`src/rtl/osf_pkg.sv`:
```
// osf_pkg: shared constants and carrier types for the output switch fault logic
// assumes a 50 MHz ref_clk and eight low-side channels
package osf_pkg;

  localparam int          OSF_CH         = 8;
  localparam int          OSF_CLK_MHZ    = 50;
  // blanking delay before over-current shutdown, microseconds
  localparam int          OSF_BLANK_MIN_US = 70;
  localparam int          OSF_BLANK_MAX_US = 250;
  localparam int          OSF_BLANK_CYC  = OSF_BLANK_MIN_US * OSF_CLK_MHZ;
  localparam int          OSF_BLANK_W    = 14;
  // command word after reset: every output off (high means off)
  localparam logic [7:0]  OSF_CMD_RST    = 8'hff;
  // position of the first bit shifted on the link
  localparam int          OSF_MSB_POS    = 7;

  // analog fault detectors, one bit per channel
  typedef struct packed {
    logic [OSF_CH-1:0] open_load;
    logic [OSF_CH-1:0] over_cur;
    logic [OSF_CH-1:0] over_temp;
  } osf_fault_t;

  // global supply conditions
  typedef struct packed {
    logic over_volt;
    logic logic_uv;
  } osf_supply_t;

  // serial link pins, as seen by the device
  typedef struct packed {
    logic cs_n;
    logic sclk;
    logic si;
  } osf_link_t;

endpackage : osf_pkg

```
`src/rtl/osf_top.sv`:
```
// osf_top: fault-status and output control of an eight channel low-side switch
// assumes serial pins already synchronous to ref_clk; sclk sampled as a level
// Functional notes
// - fault-free status bit echoes previous command bit
// - only a mismatch signals a fault
// - command high turns output off
// - open load while off returns low
// - over current while on returns high
// - over current reported whatever the select level
// - high select: limited output stays on
// - over temperature disables only that output
// - over voltage turns all outputs off
// - new command word restores outputs after overvoltage
// - grounded select: blanking delay before shutdown
// - grounded select: shutdown holds until next write
// - logic undervoltage: outputs off, command reset to all off
`timescale 1ns/100ps
module osf_top
  import osf_pkg::*;
#(
  parameter int BLANK_CYC = OSF_BLANK_CYC
) (
  input  wire logic              ref_clk,
  input  wire logic              reset_n,
  input  wire osf_link_t         link,
  input  wire logic              short_fault_shutdown_select,
  input  wire osf_fault_t        fault,
  input  wire osf_supply_t       supply,
  output logic                   so,
  output logic                   so_oe_n,
  output logic [OSF_CH-1:0]      out_on
);

  typedef enum logic [1:0] {OSF_IDLE, OSF_SHIFT} osf_state_t;

  osf_state_t       state_r;
  osf_state_t       state_nxt;
  logic [7:0]       shift_r;
  logic [7:0]       shift_nxt;
  logic [7:0]       cmd_r;
  logic [7:0]       cmd_nxt;
  logic             sclk_r;
  logic             sclk_nxt;
  logic             ov_lat_r;
  logic             ov_lat_nxt;
  logic             so_r;
  logic             so_nxt;
  logic             new_word;
  logic             word_done_r;
  logic             word_done_nxt;
  logic [7:0]       status;
  logic [OSF_CH-1:0] gate;
  logic             kill;

  ////////////////////////////////////////////////////////////////////////
  // status word built from the state standing before the transfer opens
  genvar g;
  generate
    for (g = 0; g < OSF_CH; g++) begin : g_ch
      // off: echo high unless an open load pulls it low
      // on: echo low unless over current or heat report high
      assign status[g] = cmd_r[g] ? !fault.open_load[g]
                                  : (fault.over_cur[g] || fault.over_temp[g]);

      osf_chan #(
        .BLANK_CYC (BLANK_CYC)
      ) u_chan (
        .ref_clk   (ref_clk),
        .reset_n   (reset_n),
        .cmd_off   (cmd_r[g]),
        .new_word  (word_done_r),  // one cycle late, so cmd_off already holds the new word
        .sfd_sel   (short_fault_shutdown_select),
        .over_cur  (fault.over_cur[g]),
        .over_temp (fault.over_temp[g]),
        .kill      (kill),
        .gate_on   (gate[g])
      );
    end
  endgenerate

  ////////////////////////////////////////////////////////////////////////
  // shift engine: load on cs fall, shift si in on sclk rise, drive so on fall
  always_comb begin
    state_nxt  = state_r;
    shift_nxt  = shift_r;
    cmd_nxt    = cmd_r;
    sclk_nxt   = link.sclk;
    so_nxt     = so_r;
    new_word   = 1'b0;
    case (state_r)
      OSF_IDLE: begin
        if (!link.cs_n) begin
          shift_nxt = status;
          so_nxt    = status[OSF_MSB_POS];
          state_nxt = OSF_SHIFT;
        end
      end
      OSF_SHIFT: begin
        if (link.cs_n) begin
          // word takes effect on cs rise
          cmd_nxt   = shift_r;
          new_word  = 1'b1;
          state_nxt = OSF_IDLE;
        end else if (link.sclk && !sclk_r) begin
          shift_nxt = {shift_r[6:0], link.si};
        end else if (!link.sclk && sclk_r) begin
          so_nxt = shift_r[OSF_MSB_POS];
        end
      end
      default: begin
        state_nxt = OSF_IDLE;
      end
    endcase
    // logic undervoltage forces the off pattern into the command
    if (supply.logic_uv) begin
      cmd_nxt   = OSF_CMD_RST;
      new_word  = 1'b0;
    end
    // channels restart blanking only once cmd_r carries the new word
    word_done_nxt = new_word;
  end

  always_ff @(posedge ref_clk or negedge reset_n) begin
    if (!reset_n) begin
      state_r <= OSF_IDLE;
      shift_r <= OSF_CMD_RST;
      cmd_r   <= OSF_CMD_RST;
      sclk_r  <= 1'b0;
      so_r    <= 1'b0;
      word_done_r <= 1'b0;
    end else begin
      state_r <= state_nxt;
      shift_r <= shift_nxt;
      cmd_r   <= cmd_nxt;
      sclk_r  <= sclk_nxt;
      so_r    <= so_nxt;
      word_done_r <= word_done_nxt;
    end
  end

  ////////////////////////////////////////////////////////////////////////
  // over voltage latch: set wins over the clearing word
  always_comb begin
    ov_lat_nxt = ov_lat_r;
    if (new_word) begin
      ov_lat_nxt = 1'b0;
    end
    if (supply.over_volt) begin
      ov_lat_nxt = 1'b1;
    end
  end

  always_ff @(posedge ref_clk or negedge reset_n) begin
    if (!reset_n) begin
      ov_lat_r <= 1'b0;
    end else begin
      ov_lat_r <= ov_lat_nxt;
    end
  end

  // condition itself turns outputs off at once, latch holds them off
  assign kill    = supply.over_volt || ov_lat_r || supply.logic_uv;
  assign out_on  = gate;
  assign so      = so_r;
  assign so_oe_n = link.cs_n;  // driven only while selected

endmodule : osf_top

```
`src/rtl/osf_chan.sv`:
```
// osf_chan: one output channel, gate control and over-current latch
// assumes fault inputs already synchronous to ref_clk
`timescale 1ns/100ps
module osf_chan
  import osf_pkg::*;
#(
  parameter int BLANK_CYC = OSF_BLANK_CYC
) (
  input  wire logic ref_clk,
  input  wire logic reset_n,
  input  wire logic cmd_off,
  input  wire logic new_word,
  input  wire logic sfd_sel,
  input  wire logic over_cur,
  input  wire logic over_temp,
  input  wire logic kill,
  output logic      gate_on
);

  logic [OSF_BLANK_W-1:0] blank_r;
  logic [OSF_BLANK_W-1:0] blank_nxt;
  logic                   oc_lat_r;
  logic                   oc_lat_nxt;

  ////////////////////////////////////////////////////////////////////////
  // blanking timer restarts on every word that turns the output on
  always_comb begin
    blank_nxt  = blank_r;
    oc_lat_nxt = oc_lat_r;
    if (new_word) begin
      oc_lat_nxt = 1'b0;
      blank_nxt  = cmd_off ? '0 : OSF_BLANK_W'(BLANK_CYC);
    end else if (blank_r != '0) begin
      blank_nxt = blank_r - 1'b1;
    end
    // grounded select: latch off once blanking has expired
    if (!sfd_sel && over_cur && !cmd_off && blank_r == '0 && !new_word) begin
      oc_lat_nxt = 1'b1;
    end
  end

  always_ff @(posedge ref_clk or negedge reset_n) begin
    if (!reset_n) begin
      blank_r  <= '0;
      oc_lat_r <= 1'b0;
    end else begin
      blank_r  <= blank_nxt;
      oc_lat_r <= oc_lat_nxt;
    end
  end

  ////////////////////////////////////////////////////////////////////////
  // high select keeps current limiting on; only heat or a global kill stop it
  assign gate_on = !cmd_off && !over_temp && !kill && !oc_lat_r;

endmodule : osf_chan

```
`config.mk`:
```
export PLATFORM = sky130hd
export DESIGN_NAME = osf_top
export DESIGN_NICKNAME = d
export VERILOG_FILES = /design/src/rtl/osf_pkg.sv /design/src/rtl/osf_top.sv /design/src/rtl/osf_chan.sv
export SDC_FILE = /design/constraint.sdc
export NUM_CORES = 1
export LEC_CHECK = 0
export BUFFER_PORTS_ARGS = -buffer_cell sky130_fd_sc_hd__clkbuf_2
export CORE_MARGIN = 4
export CORE_UTILIZATION = 55
export DETAILED_ROUTE_END_ITERATION = 12
export MAX_ROUTING_LAYER = met4
export PLACE_DENSITY = 0.81
export SLEW_MARGIN = 25
export SYNTH_ARGS = -nofsm -noshare
export SYNTH_HDL_FRONTEND = slang
export SYNTH_HIERARCHICAL = 1
export SYNTH_SLANG_ARGS = --single-unit
export TNS_END_PERCENT = 5
```
`constraint.sdc`:
```
create_clock -name ref_clk -period 5.4 [get_ports ref_clk]
set_input_delay 1.08 -clock ref_clk [delete_from_list [all_inputs] [get_ports ref_clk]]
set_output_delay 1.08 -clock ref_clk [all_outputs]
set_load 0.005 [all_outputs]
```
==> flow_metrics.env <==
export IMPL_finalHoldViolCount=0
export IMPL_post_cts_buffers=0
export IMPL_antenna_found_initial=0
export IMPL_port_buffers=41
export IMPL_finClkSkew_ps=5.86
export IMPL_grt_util_all_layers_pct=23.0
export IMPL_ctsRootBufferMaster="clkbuf_16"
export IMPL_maxSlewHeadroom_pct=32.9
export IMPL_start_util_pct=57.2
export IMPL_cts_buffer_depth=2
export IMPL_drive_above_1_share_pct=16.4
export IMPL_rsz0062_at_grt="false"
export IMPL_routed_via_density=6.31
export IMPL_ys_flop_type="dfrtp_1"
export IMPL_avgSynthCellArea_sq_um=9.95
export IMPL_final_common_cell="dfrtp_1"
export IMPL_holdBufCountCts=0
export IMPL_clk_pin_slew_worst_paths_ps=60
export IMPL_setup_viol=0
export IMPL_syn_nets=815
export IMPL_post_route_drc_count=0
export IMPL_total_power_mw=5.09
export IMPL_timing_final_max_slew_violations=0
export IMPL_gp_congestion=0.915
export IMPL_ys_ff_latch=141
export IMPL_leakagePower_nw=3.55
export IMPL_ios=42
export IMPL_synth_area_sq_um=7690
export IMPL_n_antenna_cell=0
export IMPL_cts_tree="done"
export IMPL_yosysWarnings=6
export IMPL_finalWorstPathRequiredPeriod_ps=3620
export IMPL_seq_area_frac_synth_pct=46.1
export IMPL_clock_sinks=141
export IMPL_fin_nets=848
export IMPL_cts_repair_resized=0
export IMPL_wl_per_cell_um=17.4
export IMPL_die_x_um=126
export IMPL_worstPathArrival_ps=2540
export IMPL_initialDrtViolationCount=583
export IMPL_dieArea_sq_um=15900
export IMPL_grt_pass1_vias=6244
export IMPL_final_cell_mix="dfrtp_1, o21ai_0, nor2_1, nor4_1, xnor2_1"
export IMPL_endpoint_kind="primary output"
export IMPL_async_flop_share_pct=100
export IMPL_grt_max_degree=101
export IMPL_fmax_ghz=0.276
export IMPL_fp_coreArea_sq_um=13500
export IMPL_setup_tns_final_ps=0
export IMPL_cp_max_fo=10
export IMPL_drtPass1Iterations=5
export IMPL_worstSetupPathType="in -> out"
export IMPL_vias=6283
export IMPL_synth_cell_types=55
export IMPL_synth_edf_count=0
export IMPL_gr_total_overflow=0
export IMPL_drv_cap=0
export IMPL_min_delay_path_class="reg -> reg"
export IMPL_syn_inst=773
export IMPL_htreeDepth=4
export IMPL_fp_dieH_um=126
export IMPL_postRouteAntennaNets=0
export IMPL_worst_ir_drop_vdd_mv=0.274
export IMPL_clk_latency_ps=420
export IMPL_rows=42
export IMPL_critPathLaunchType="primary input"
export IMPL_dp_hpwl_um=11500
export IMPL_numCtsBuffers=17
export IMPL_status="finished clean"
export IMPL_worst_slew_pin_transition_ps=1010
export IMPL_period_share_pct=67.0
export IMPL_power_density_nw_per_um2=595
export IMPL_wl_um=17300
export IMPL_fill_cells=1087
export IMPL_syn2layout_area_growth_pct=11.2
export IMPL_grt_pass1_wl_um=29500
export IMPL_critPathRequiredTime_ps=4320
path summary, 6_finish.rpt:
| kind | startpoint | endpoint | slack, ps | cells past startpoint |
|---|---|---|---|---|
| max in group asynchronous | reset_n | g_ch[4].u_chan/blank_r[12] | 3550 | 2 |
| min in group asynchronous | reset_n | g_ch[7].u_chan/blank_r[4] | 760 | 1 |
| max | supply[0] | out_on[1] | 1780 | 4 |
| min reg2reg | g_ch[2].u_chan/oc_lat_r | g_ch[2].u_chan/oc_lat_r | 500 | 2 |
| max reg2reg | g_ch[1].u_chan/blank_r[0] | g_ch[1].u_chan/blank_r[10] | 2950 | 6 |
| min | g_ch[2].u_chan/oc_lat_r | g_ch[2].u_chan/oc_lat_r | 500 | 2 |
synthesized netlist by cell type, types with 4 or more instances:
cell	instances	area share, %
inv_1	24	1.2
buf_4	7	0.68
or3b_1	5	0.57
xnor2_1	48	5.5
nand2_1	34	1.7
or3_1	31	2.5
nor4_1	48	3.9
nand3b_1	13	1.3
mux2_2	4	0.59
nand2b_1	16	1.3
or2_2	13	1.1
clkbuf_1	12	0.59
o31a_1	5	0.57
a211oi_1	15	1.5
nand3_1	6	0.39
a21oi_1	26	1.7
buf_6	7	1.0
and3_1	8	0.65
o31ai_1	6	0.59
dfstp_2	16	5.5
or4_4	8	1.2
o311a_1	5	0.65
o32a_1	7	0.91
ha_1	10	1.6
a31oi_1	8	0.65
a22oi_1	5	0.49
nor4_4	5	1.4
o21ai_0	68	4.4
mux2i_1	9	1.2
dfrtp_1	125	41
o21a_1	5	0.49
or4_1	24	2.3
nor2_1	65	3.2
or4b_2	5	0.65
nor2b_1	14	1.1
a211o_1	8	0.91
nor3_1	22	1.4
stage by stage:
step	utilization [%]	hold WS, ps	worst slack, ps	cell area (sq um)	std cells
floorplan	-	464	2300	7690	773
global placement	59.1	477	1900	7950	963
detailed placement	59.1	489	1840	7950	963
CTS	63.6	503	1830	8550	995
global route	63.6	519	1740	8550	995
finish	63.6	504	1780	8550	995
state kept, by name, summed over array words and instances, names as in the netlist:
name,cells
ov_lat_r,1
g_ch.u_chan/oc_lat_r,8
shift_r,8
cmd_r,8
so,1
state_r,1
g_ch.u_chan/blank_r,112
sclk_r,1
word_done_r,1
logic make-up (layout without fill, tap and decap cells):
logic type      after synthesis  count (layout)  synth area share, %
mux                          14              14                 1.90
fa+ha+maj                    10              10                 1.63
simple gates                336             336                 27.0
flops                       141             141                 46.1
compound gates              170             170                 14.1
buf+inv                      53              99                 3.66
xor+xnor                     49              49                 5.58
layout make-up:
type                       count  area, sq um  area share, %
clock buffer                  25          495           5.79
clock inverter                 7          110           1.29
tap                          176          220           2.57
sequential                   141         3550           41.5
timing repair buffer          43          226           2.65
inverter                      24         90.1           1.05
multi-input combinational    579         3860           45.1
layer usage:
layer | track usage [%] | vias up | routed length (um)
li1 | - | 2952 | -
met1 | 28.4 | 3105 | 7400
met2 | 37.1 | 180 | 8580
met5 | - | - | 0
met4 | 10.5 | 0 | 513
met3 | 4.02 | 46 | 811
critical path: stages:
cell      delay (ps)
clkbuf_2         180
or3_1            710
nor4_1           380
clkbuf_2         180
where the power goes:
group,switching [mW],leakage (nW),internal [mW]
Sequential,0.561,1.76,1.53
Clock,0.424,0.301,0.773
Combinational,0.934,1.49,0.865
Power figures use the tool's default switching activity.
